[src/core/swm_regs.svh]
// register layout, reset values and timing figures of the selective wake status monitor
// assumes inclusion by bare name from the package and the design modules
`ifndef SWM_REGS_SVH
`define SWM_REGS_SVH

`define SWM_WORD_W 16
`define SWM_BIT_SYNC 6
`define SWM_BIT_WUP 5
`define SWM_BIT_WUF 4
`define SWM_BIT_SIL 3
`define SWM_BIT_ACT 2
`define SWM_STAT_RST 16'h0000
`define SWM_STAT_USED_MASK 16'h007c
`define SWM_STAT_RESTART_KEEP 16'h007c
`define SWM_ECNT_RST 16'h0000
`define SWM_ECNT_RESTART_KEEP 16'h003f
`define SWM_ECNT_W 6
`define SWM_ECNT_LIMIT 6'h20
`define SWM_MODE_NO_ACT 3'h4
`define SWM_MODE_CTL_BIT 2
`define SWM_CLK_KHZ 10000
`define SWM_SILENCE_TIME_US 1000
`define SWM_SILENCE_CYCLES ((`SWM_SILENCE_TIME_US * `SWM_CLK_KHZ + 999) / 1000)

`endif

[src/core/swm_pkg.sv]
// types shared by the selective wake status monitor modules
// assumes swm_regs.svh on the include path
`include "swm_regs.svh"
package swm_pkg;
   typedef enum logic [1:0] {
      SWM_OFF      = 2'b00,
      SWM_ON       = 2'b01,
      SWM_FALLBACK = 2'b10
   } swm_state_t;

   typedef enum logic [0:0] {
      SWM_SEL_STAT = 1'b0,
      SWM_SEL_ECNT = 1'b1
   } swm_sel_t;

   typedef logic [`SWM_ECNT_W-1:0] swm_cnt_t;
endpackage

[src/core/swm_if.sv]
// signals between the monitor top and its counter and silence timer
// assumes all parties run on the one system clock
`timescale 1ns/1ps
`default_nettype none
`include "swm_regs.svh"
interface swm_if;
   logic inc;
   logic dec;
   logic restart;
   swm_pkg::swm_cnt_t count;
   logic at_limit;
   logic tmr_en;
   logic activity;
   logic silent;

   modport top (output inc, output dec, output restart, input count, input at_limit,
                output tmr_en, output activity, input silent);
   modport ctr (input inc, input dec, input restart, output count, output at_limit);
   modport tmr (input tmr_en, input activity, output silent);
endinterface
`default_nettype wire

[src/core/swm_err_counter.sv]
// saturating frame error counter, six bits, limit at 32
// assumes inc and dec are one-cycle pulses from the same clock
`timescale 1ns/1ps
`default_nettype none
`include "swm_regs.svh"
module swm_err_counter (
   // clock and reset
   input wire logic sys_clk,
   input wire logic rstn,
   // to the top
   swm_if.ctr cif
);
   swm_pkg::swm_cnt_t cnt_r;
   swm_pkg::swm_cnt_t cnt_nxt;

   always_comb begin
      cnt_nxt = cnt_r;
      if (cif.inc && !cif.dec && cnt_r != `SWM_ECNT_LIMIT) begin
         cnt_nxt = cnt_r + 6'h01;
      end else if (cif.dec && !cif.inc && cnt_r != 6'h00) begin
         cnt_nxt = cnt_r - 6'h01;
      end
   end

   // restart keeps the low six bits, which is the whole counter
   always_ff @(posedge sys_clk) begin
      if (!rstn) begin
         cnt_r <= 6'h00;
      end else if (cif.restart) begin
         cnt_r <= cnt_r & `SWM_ECNT_W'(`SWM_ECNT_RESTART_KEEP);
      end else begin
         cnt_r <= cnt_nxt;
      end
   end

   assign cif.count = cnt_r;
   assign cif.at_limit = (cnt_r == `SWM_ECNT_LIMIT);

   dec_step_a: assert property (@(posedge sys_clk) disable iff (!rstn)
      cif.dec && !cif.inc && !cif.restart && cnt_r != 6'h00 |=> cnt_r == $past(cnt_r) - 6'h01)
      else $error("counter did not step down on a good frame");
   no_under_a: assert property (@(posedge sys_clk) disable iff (!rstn)
      cnt_r == 6'h00 && !cif.inc |=> cnt_r == 6'h00)
      else $error("counter went below zero");
   inc_step_a: assert property (@(posedge sys_clk) disable iff (!rstn)
      cif.inc && !cif.dec && !cif.restart && cnt_r < 6'h20 |=> cnt_r == $past(cnt_r) + 6'h01)
      else $error("counter did not step up on a bad frame");
endmodule
`default_nettype wire

[src/core/swm_silence_timer.sv]
// bus silence timer: flags when no activity was seen for the silence time
// assumes activity is a one-cycle pulse per bus edge from the bit decoder
`timescale 1ns/1ps
`default_nettype none
`include "swm_regs.svh"
module swm_silence_timer #(
   parameter int SIL_CYCLES = `SWM_SILENCE_CYCLES
) (
   // clock and reset
   input wire logic sys_clk,
   input wire logic rstn,
   // to the top
   swm_if.tmr tif
);
   localparam int CW = $clog2(SIL_CYCLES + 1);
   localparam logic [CW-1:0] LIMIT = CW'(SIL_CYCLES);
   logic [CW-1:0] cnt_r;

   // the counter parks at the limit so the flag holds until the next edge
   always_ff @(posedge sys_clk) begin
      if (!rstn || !tif.tmr_en || tif.activity) begin
         cnt_r <= '0;
      end else if (cnt_r != LIMIT) begin
         cnt_r <= cnt_r + CW'(1);
      end
   end

   assign tif.silent = tif.tmr_en && (cnt_r == LIMIT);

   sil_clear_a: assert property (@(posedge sys_clk) disable iff (!rstn)
      tif.activity |=> !tif.silent)
      else $error("silence flag stayed after bus activity");
endmodule
`default_nettype wire

[src/core/swm_top.sv]
// selective wake status monitor: status word, error counter word, activation and fallback
// assumes the bit decoder on the same clock gives one-cycle event pulses and
// that the serial front end turns a host register read into rd_strobe with rd_sel
`timescale 1ns/1ps
`default_nettype none
`include "swm_regs.svh"
module swm_top #(
   parameter int SIL_CYCLES = `SWM_SILENCE_CYCLES
) (
   // clock and reset
   input wire logic sys_clk,
   input wire logic rstn,
   input wire logic restart,
   // configuration from the control registers
   input wire logic [2:0] can_mode,
   input wire logic configuration_valid_flag,
   input wire logic system_error_clr,
   // events from the bit decoder
   input wire logic frame_ok,
   input wire logic frame_err,
   input wire logic wake_pattern_det,
   input wire logic wake_frame_match,
   input wire logic bus_activity,
   // host register read
   input wire logic rd_strobe,
   input wire swm_pkg::swm_sel_t rd_sel,
   output logic [`SWM_WORD_W-1:0] rd_data,
   // status out
   output logic system_error_flag,
   output logic selective_wake_active_flag,
   output logic wake_out
);
   swm_if sif ();

   swm_pkg::swm_state_t state_r;
   swm_pkg::swm_state_t state_nxt;
   logic [2:0] mode_prev_r;
   logic system_error_flag_r;
   logic sync_r;
   logic wup_r;
   logic wuf_r;
   logic wake_r;
   logic [`SWM_WORD_W-1:0] rd_data_r;
   logic mode_change;
   logic act;
   logic rd_stat;
   logic [`SWM_WORD_W-1:0] stat_word;
   logic [`SWM_WORD_W-1:0] ecnt_word;

   function automatic logic [`SWM_WORD_W-1:0] put_bit(input int pos, input logic v);
      logic [`SWM_WORD_W-1:0] w;
      w = '0;
      w[pos] = v;
      return w;
   endfunction

   swm_err_counter i_swm_err_counter (
      .sys_clk(sys_clk),
      .rstn(rstn),
      .cif(sif.ctr)
   );

   swm_silence_timer #(
      .SIL_CYCLES(SIL_CYCLES)
   ) i_swm_silence_timer (
      .sys_clk(sys_clk),
      .rstn(rstn),
      .tif(sif.tmr)
   );

   // a mode change is seen against the mode held one cycle earlier
   always_ff @(posedge sys_clk) begin
      if (!rstn) begin
         mode_prev_r <= 3'h0;
      end else begin
         mode_prev_r <= can_mode;
      end
   end

   assign mode_change = (can_mode != mode_prev_r);

   // activity is the state and the three enabling conditions together
   assign act = (state_r == swm_pkg::SWM_ON) && !system_error_flag_r && configuration_valid_flag
      && can_mode[`SWM_MODE_CTL_BIT];

   always_comb begin
      state_nxt = state_r;
      case (state_r)
         swm_pkg::SWM_OFF: begin
            if (mode_change && can_mode != `SWM_MODE_NO_ACT && !system_error_flag_r
                && configuration_valid_flag && can_mode[`SWM_MODE_CTL_BIT]) begin
               state_nxt = swm_pkg::SWM_ON;
            end
         end
         swm_pkg::SWM_ON: begin
            if (sif.at_limit) begin
               state_nxt = swm_pkg::SWM_FALLBACK;
            end else if (!act) begin
               state_nxt = swm_pkg::SWM_OFF;
            end
         end
         swm_pkg::SWM_FALLBACK: begin
            // leaves only once software has cleared the system error
            if (!system_error_flag_r) begin
               state_nxt = swm_pkg::SWM_OFF;
            end
         end
         default: begin
            state_nxt = swm_pkg::SWM_OFF;
         end
      endcase
   end

   // restart leaves the activation state alone so bit 2 survives it
   always_ff @(posedge sys_clk) begin
      if (!rstn) begin
         state_r <= swm_pkg::SWM_OFF;
      end else begin
         state_r <= state_nxt;
      end
   end

   // system error: the limit wins over a clear in the same cycle
   always_ff @(posedge sys_clk) begin
      if (!rstn) begin
         system_error_flag_r <= 1'b0;
      end else if (sif.at_limit) begin
         system_error_flag_r <= 1'b1;
      end else if (system_error_clr) begin
         system_error_flag_r <= 1'b0;
      end
   end

   // counter feed: errors count only while active, good frames always count down
   assign sif.inc = frame_err && act;
   assign sif.dec = frame_ok;
   assign sif.restart = restart;
   assign sif.tmr_en = act;
   assign sif.activity = bus_activity;

   // sync needs a clean frame while active and drops as soon as activity ends
   always_ff @(posedge sys_clk) begin
      if (!rstn) begin
         sync_r <= 1'b0;
      end else if (!act) begin
         sync_r <= 1'b0;
      end else if (frame_ok) begin
         sync_r <= 1'b1;
      end
   end

   assign rd_stat = rd_strobe && (rd_sel == swm_pkg::SWM_SEL_STAT);

   // clear on read, a new event in the read cycle survives it
   always_ff @(posedge sys_clk) begin
      if (!rstn) begin
         wup_r <= 1'b0;
      end else if (wake_pattern_det) begin
         wup_r <= 1'b1;
      end else if (rd_stat) begin
         wup_r <= 1'b0;
      end
   end

   always_ff @(posedge sys_clk) begin
      if (!rstn) begin
         wuf_r <= 1'b0;
      end else if (wake_frame_match && act) begin
         wuf_r <= 1'b1;
      end else if (rd_stat) begin
         wuf_r <= 1'b0;
      end
   end

   // wake on a matching frame while active, or on any pattern after fallback
   always_ff @(posedge sys_clk) begin
      if (!rstn) begin
         wake_r <= 1'b0;
      end else begin
         wake_r <= (act && wake_frame_match)
            || (state_r == swm_pkg::SWM_FALLBACK && wake_pattern_det);
      end
   end

   // only bits 6 to 2 are ever driven, so the reserved bits stay zero
   assign stat_word = (put_bit(`SWM_BIT_SYNC, sync_r) | put_bit(`SWM_BIT_WUP, wup_r)
      | put_bit(`SWM_BIT_WUF, wuf_r) | put_bit(`SWM_BIT_SIL, sif.silent)
      | put_bit(`SWM_BIT_ACT, act)) & `SWM_STAT_USED_MASK;
   assign ecnt_word = {{(`SWM_WORD_W-`SWM_ECNT_W){1'b0}}, sif.count};

   // read data is captured at the strobe and held until the next read;
   // restart keeps every bit that either word can hold, so a held count survives it
   always_ff @(posedge sys_clk) begin
      if (!rstn) begin
         rd_data_r <= `SWM_STAT_RST;
      end else if (rd_strobe) begin
         rd_data_r <= (rd_sel == swm_pkg::SWM_SEL_STAT) ? stat_word : ecnt_word;
      end else if (restart) begin
         rd_data_r <= rd_data_r & (`SWM_STAT_RESTART_KEEP | `SWM_ECNT_RESTART_KEEP);
      end
   end

   assign rd_data = rd_data_r;
   assign system_error_flag = system_error_flag_r;
   assign selective_wake_active_flag = act;
   assign wake_out = wake_r;

   rsvd_zero_a: assert property (@(posedge sys_clk) disable iff (!rstn)
      (stat_word & ~`SWM_STAT_USED_MASK) == 16'h0000)
      else $error("reserved status bits not zero");
   sync_off_a: assert property (@(posedge sys_clk) disable iff (!rstn)
      !act |=> !stat_word[`SWM_BIT_SYNC] || act)
      else $error("sync flag set while inactive");
   sync_set_a: assert property (@(posedge sys_clk) disable iff (!rstn)
      act && frame_ok ##1 act |-> stat_word[`SWM_BIT_SYNC])
      else $error("sync flag missing after good frame");
   wup_hold_a: assert property (@(posedge sys_clk) disable iff (!rstn)
      wake_pattern_det |=> wup_r ##1 (wup_r || $past(rd_stat)))
      else $error("pattern flag lost before a read");
   wuf_set_a: assert property (@(posedge sys_clk) disable iff (!rstn)
      act && wake_frame_match |=> stat_word[`SWM_BIT_WUF] && wake_out)
      else $error("wake frame not flagged");
   act_def_a: assert property (@(posedge sys_clk) disable iff (!rstn)
      selective_wake_active_flag |-> !system_error_flag && configuration_valid_flag
         && can_mode[2])
      else $error("active flag without its conditions");
   no_act_100_a: assert property (@(posedge sys_clk) disable iff (!rstn)
      state_r == swm_pkg::SWM_OFF && (can_mode == 3'h4 || !mode_change)
         |=> state_r != swm_pkg::SWM_ON)
      else $error("activated without a valid mode change");
   limit_err_a: assert property (@(posedge sys_clk) disable iff (!rstn)
      sif.count == 6'h20 |=> system_error_flag && !selective_wake_active_flag)
      else $error("limit did not force fallback");
   fb_wake_a: assert property (@(posedge sys_clk) disable iff (!rstn)
      state_r == swm_pkg::SWM_FALLBACK && wake_pattern_det |=> wake_out)
      else $error("no wake on pattern after fallback");
   rst_clear_a: assert property (@(posedge sys_clk)
      !rstn |=> rd_data == 16'h0000 && !sync_r && !wup_r && !wuf_r)
      else $error("reset left status bits set");
endmodule
`default_nettype wire

[config.mk]
export PLATFORM = sky130hd
export DESIGN_NAME = swm_top
export DESIGN_NICKNAME = d
export VERILOG_FILES = /design/src/core/swm_pkg.sv /design/src/core/swm_if.sv /design/src/core/swm_err_counter.sv /design/src/core/swm_silence_timer.sv /design/src/core/swm_top.sv
export VERILOG_INCLUDE_DIRS = /design/src /design/src/core
export SDC_FILE = /design/constraint.sdc
export NUM_CORES = 1
export LEC_CHECK = 0
export BUFFER_PORTS_ARGS = -buffer_cell sky130_fd_sc_hd__buf_2
export CORE_ASPECT_RATIO = 0.6
export CORE_MARGIN = 2
export CORE_UTILIZATION = 35
export CTS_CLUSTER_DIAMETER = 50
export DETAILED_ROUTE_END_ITERATION = 8
export HOLD_SLACK_MARGIN = 0.02
export PLACE_DENSITY_LB_ADDON = 0.25
export SLEW_MARGIN = 5
export SYNTH_ARGS = -nofsm -noshare
export SYNTH_HDL_FRONTEND = slang
export SYNTH_SLANG_ARGS = --single-unit
[constraint.sdc]
create_clock -name sys_clk -period 4.65 [get_ports sys_clk]
set_input_delay 0.6975 -clock sys_clk [delete_from_list [all_inputs] [get_ports sys_clk]]
set_output_delay 0.6975 -clock sys_clk [all_outputs]
set_load 0.03 [all_outputs]
* Word level (Yosys, flattened, before mapping)
Cells that the tools add are included.
Operators by class: equal/unequal tests 11, reduce and logical (&&, ||, !) cells 34, bitwise gates (word level) 6, mux-type cells 15, add/subtract/negate cells 3
Operators by type and width (count):
- 2-to-1 mux 16 bit | 2
- logical AND 1 bit | 16
- adder 14 x 1 -> 14 bit, second input constant | 1
- equality test 14 bit, second input constant | 1
- inequality test 14 bit, second input constant | 1
- 2-to-1 mux 6 bit | 2
- nonzero test 2 bit | 5
- 2-to-1 mux 2 bit | 4
- 2-to-1 mux 7 bit | 1
- OR 7 x 3 -> 7 bit | 1
- OR 7 x 4 -> 7 bit | 1
- OR 7 x 5 -> 7 bit | 1
- OR 7 x 6 -> 7 bit | 1
- adder 6 x 1 -> 6 bit, second input constant | 1
- equality test 6 bit, second input constant | 1
- inequality test 6 bit, second input constant | 1
- case mux 2 bit (3 select lines) | 1
- nonzero test 6 bit | 1
- subtractor 6 x 1 -> 6 bit, second input constant | 1
- logical NOT 1 bit | 5
- 2-to-1 mux 1 bit | 5
- inequality test 2 bit, second input constant | 2
- AND reduction 2 bit | 2
- logical OR 1 bit | 3
- 8 further kinds | 9
Word-level totals: input bits 15, bits in registers 46, output and inout bits 19

* Logic depth before layout (Yosys ltp)
depth in word-level cells 10, mapped depth 11, depth with buffers taken out 10

* By module
Synthesis repeated with hierarchy kept, for this count alone.
Unflattened totals: cell total of the unflattened synthesis 210, area, all modules 1976.9 sq um
By module, submodules not included:
- swm_top | cells an instance 82, sequential area each 340.3 sq um, instances 1, area each 774.5 sq um
- swm_silence_timer | cells an instance 81, sequential area each 280.3 sq um, instances 1, area each 729.4 sq um
- swm_err_counter | cells an instance 47, sequential area each 120.1 sq um, instances 1, area each 473.0 sq um

* Worst setup path before layout
OpenSTA, ideal clock, no wires.
kind reg2reg, start register i_swm_err_counter.cnt_r[1], in the netlist i_swm_err_counter.cif.count[1], end register i_swm_err_counter.cnt_r[5], in the netlist i_swm_err_counter.cif.count[5], setup slack 1.745 ns, cell stages (with the launch flop) 12, arrival time 2.770 ns, path through dfxtp_1 or4_1 or3_1 clkbuf_1 and2_1 inv_1 ha_1 a211oi_1 o21bai_1 a21oi_1 mux2i_1 o2111ai_1
On the way: word-level cells in the longest chain between the ends 4, elaborated cells on any way between the ends 10, classes of those cells 2 x add/sub; 1 x eq/ne; 2 x mux; 5 x reduce/logical
RTL lines:
- from (decl) | line swm_err_counter.sv:13 | swm_pkg::swm_cnt_t cnt_r;
- from (signal assigned) | line swm_err_counter.sv:30 | cnt_r <= cnt_r & `SWM_ECNT_W'(`SWM_ECNT_RESTART_KEEP);
- from (signal assigned) | line swm_err_counter.sv:32 | cnt_r <= cnt_nxt;
- parallel branches: the longest is 4 deep, another holds subtractor 6 x 1 -> 6 bit
Several ways; the timed one is not identified. The select of a mux whose other input is x is not followed. A chain may end at the register's enable or synchronous reset.

* Final worst setup path
Same ends and word-level chain as after synthesis.

==> impl_metrics.toml <==
[global_routing]
grt_pass1_vias = 1385
grt_pass1_wl_microns = 6693
antenna_found_initial = 0
grt_start_max_net_pins = 20
grt.total_usage_pct = 14.40
overflow = 0

[floorplanning]
num_rows = 20
die_w_microns = 99.14
die_y_microns = 61.08
coreArea_sq_um = 5155
start_util_pct = 36.87
dieArea_sq_um = 6055
pin_count = 34

[synthesis]
synth-seq-cells = 37
synthFlopType = "dfxtp_1"
netlist_area_sq_um = 1901
synth_commonest_cells = "dfxtp_1 (37), nor2_1 (29), a21oi_1 (15), nand2_1 (14), nand3_1 (13)"
synth_top_area_share_pct = 38.97
yosys.area.top_type = "dfxtp_1"
synth_cells = 223
synth_area_leaders = "dfxtp_1 (39%), nor2_1 (5.7%), a21oi_1 (3.9%)"
async_reset_ff_share_pct = 0
yosysMostFrequentCell = "dfxtp_1"
avgSynthCellArea_sq_um = 8.523
synth_edf_count = 0
synth_cell_types = 45
ys_warn_count = 0
seq_area_frac_synth_pct = 38.97

[clocking]
hold_buffers = 0
clock_sinks = 37
clock_path_buffers = 2
clock_latency_ps = 290
cts_setup_buffers = 0
ctsRootBufferMaster = "clkbuf_8"
htree_levels = 2
cts_tree = "done"
clk_pin_slew_ps = 70
cts_buffers = 5
cts_resized = 0

[layout]
drive_above_1_share_pct = 12.55
final_area_sq_um = 2118
final_nets = 268
syn_to_final_growth_pct = 11.45
diodes = 0
fill_cells = 544

[job]
maxCapViolCount = 0

[sta]
worst_slew_pin_slew_ps = 596.1
max_freq_ghz = 0.3105
rsz0062_at_grt = "no"
report.final.slew_viol_count = 0
fin_crit_ps = 3220
relSlewSlack_pct = 60.02
min_period_over_period_pct = 69.25
finalSetupViolCount = 0
tns_ps = 0
finClkSkew_ps = 3.926
hold_viol = 0

[route]
ant_nets = 0
vias = 1521
finalWirelength_microns = 3920
drtIter0Drc = 106
wl_per_cell_microns = 12.52
drc = 0
drt-pass1-iter-count = 4
viasPerCell = 4.859

[setup_path]
critPathLaunchType = "flip-flop"
required_ps = 4800
criticalPathCategory = "reg2reg"
arrival_ps = 3370
max_stage_delay_ps = 560
cp_slowest_cell = "or4_1"
cp_cell_sequence = "or4_1 -> or3_1 -> and2_1 -> inv_1 -> ha_1 -> a211oi_1 -> o21bai_1 -> a21oi_1 -> mux2i_1 -> o2111ai_1"
crit_path_end_kind = "flip-flop"
critPathTopFamily = "simple AND/OR/NAND/NOR gates"
cp_max_fo = 7
path_buf_inv = 1

[min_path]
worstHoldPathType = "reg2reg"

[power_and_ir_drop]
p_leak_nw = 0.8344
peakVddDrop_v = 0.0001607
power_density_nw_per_um2 = 441.8

[placement]
hpwl_microns = 2903
io_buffers = 24
postPlaceCellArea_sq_um = 2038
gp_congestion = 0.8040

[outcome]
status = "finished clean"
-- tightest hold or removal path: stages, from the launching register on --
cell and delay (ps):
dfxtp_1 310, nand2b_1 60, a21oi_1 50
-- path summary, 6_finish.rpt --
path / from / end / slack [ps] / cells after the start
worst max-delay path: i_swm_err_counter.cif.count[1] / i_swm_err_counter.cif.count[5] / 1430 / 10
worst min-delay path: rd_data[0] / rd_data[0] / 470 / 2
worst max register to register: i_swm_err_counter.cif.count[1] / i_swm_err_counter.cif.count[5] / 1430 / 10
worst min register to register: rd_data[0] / rd_data[0] / 470 / 2
-- metrics by stage --
step	power [mW]	setup slack [ps]	hold slack, ps	utilization [%]	std cells
2_1_floorplan	0.6573	1745	425.0	-	231
3_3_place_gp	0.7298	1500	457.4	39.54	305
3_5_place_dp	0.7221	1459	463.3	39.54	305
4_1_cts	0.9468	1430	475.9	41.09	313
5_1_grt	1.001	1215	499.2	41.09	313
6_report	0.9359	1430	467.8	41.09	313
-- kinds of logic (layout without fill, tap and decap cells) --
group                      count (synthesis)  count (layout)  share of synthesized area [%]
DFF                                       37              37                          38.97
xor gates and xnor gates                  14              14                          6.452
and+or+nand+nor                           94              94                          26.20
buffers and inverters                     25              41                          6.780
adders and majority gates                  7               7                          5.003
AOI/OAI and AO/OA                         41              41                          14.29
other                                      1               9                         0.1973
muxes                                      4               4                          2.107
-- final cells by class --
class	instances	area, sq um	area share [%]
clock buffer	8	80.08	3.780
tap	66	82.58	3.898
multi-input combinational	169	1061	50.09
sequential	37	740.7	34.97
inverter	9	33.78	1.595
timing repair buffer	24	120.1	5.670
-- report_power, final --
part | total [mW] | internal [mW] | switching (mW)
clock | 0.217 | 0.107 | 0.111
sequential | 0.386 | 0.348 | 0.0376
combinational | 0.333 | 0.150 | 0.182
-- flip-flops by register name, indices dropped and copies added (netlist names) --
name / count
i_swm_err_counter.cif.count: 6
i_swm_silence_timer.cnt_r: 14
state_r: 2
system_error_flag: 1
sync_r: 1
mode_prev_r: 3
wuf_r: 1
rd_data: 7
wake_out: 1
wup_r: 1
-- layer usage --
layer,GRT usage (%),part of all wire (%),vias to the layer above
li1,-,-,810
met1,22.42,59,668
met2,18.92,34,38
met3,3.859,5.1,5
met4,4.697,1.3,0
met5,0,0,-
-- layout by cell type, fill, tap and decap left out, types with 3 or more instances in the layout --
cell / n
or3_1: 4
and3_1: 3
ha_1: 6
inv_1: 8
o211ai_1: 5
a21o_1: 3
nand2b_1: 6
a211oi_1: 5
nand3_1: 13
xor2_1: 6
o21ai_0: 4
conb_1: 9
clkbuf_1: 3
nand2_1: 14
clkbuf_8: 5
dfxtp_1: 37
mux2i_1: 4
and2_1: 6
nand4_1: 4
a21oi_1: 15
buf_2: 24
xnor2_1: 8
nor2_1: 29
No activity file was read; power rests on OpenSTA's default activity.
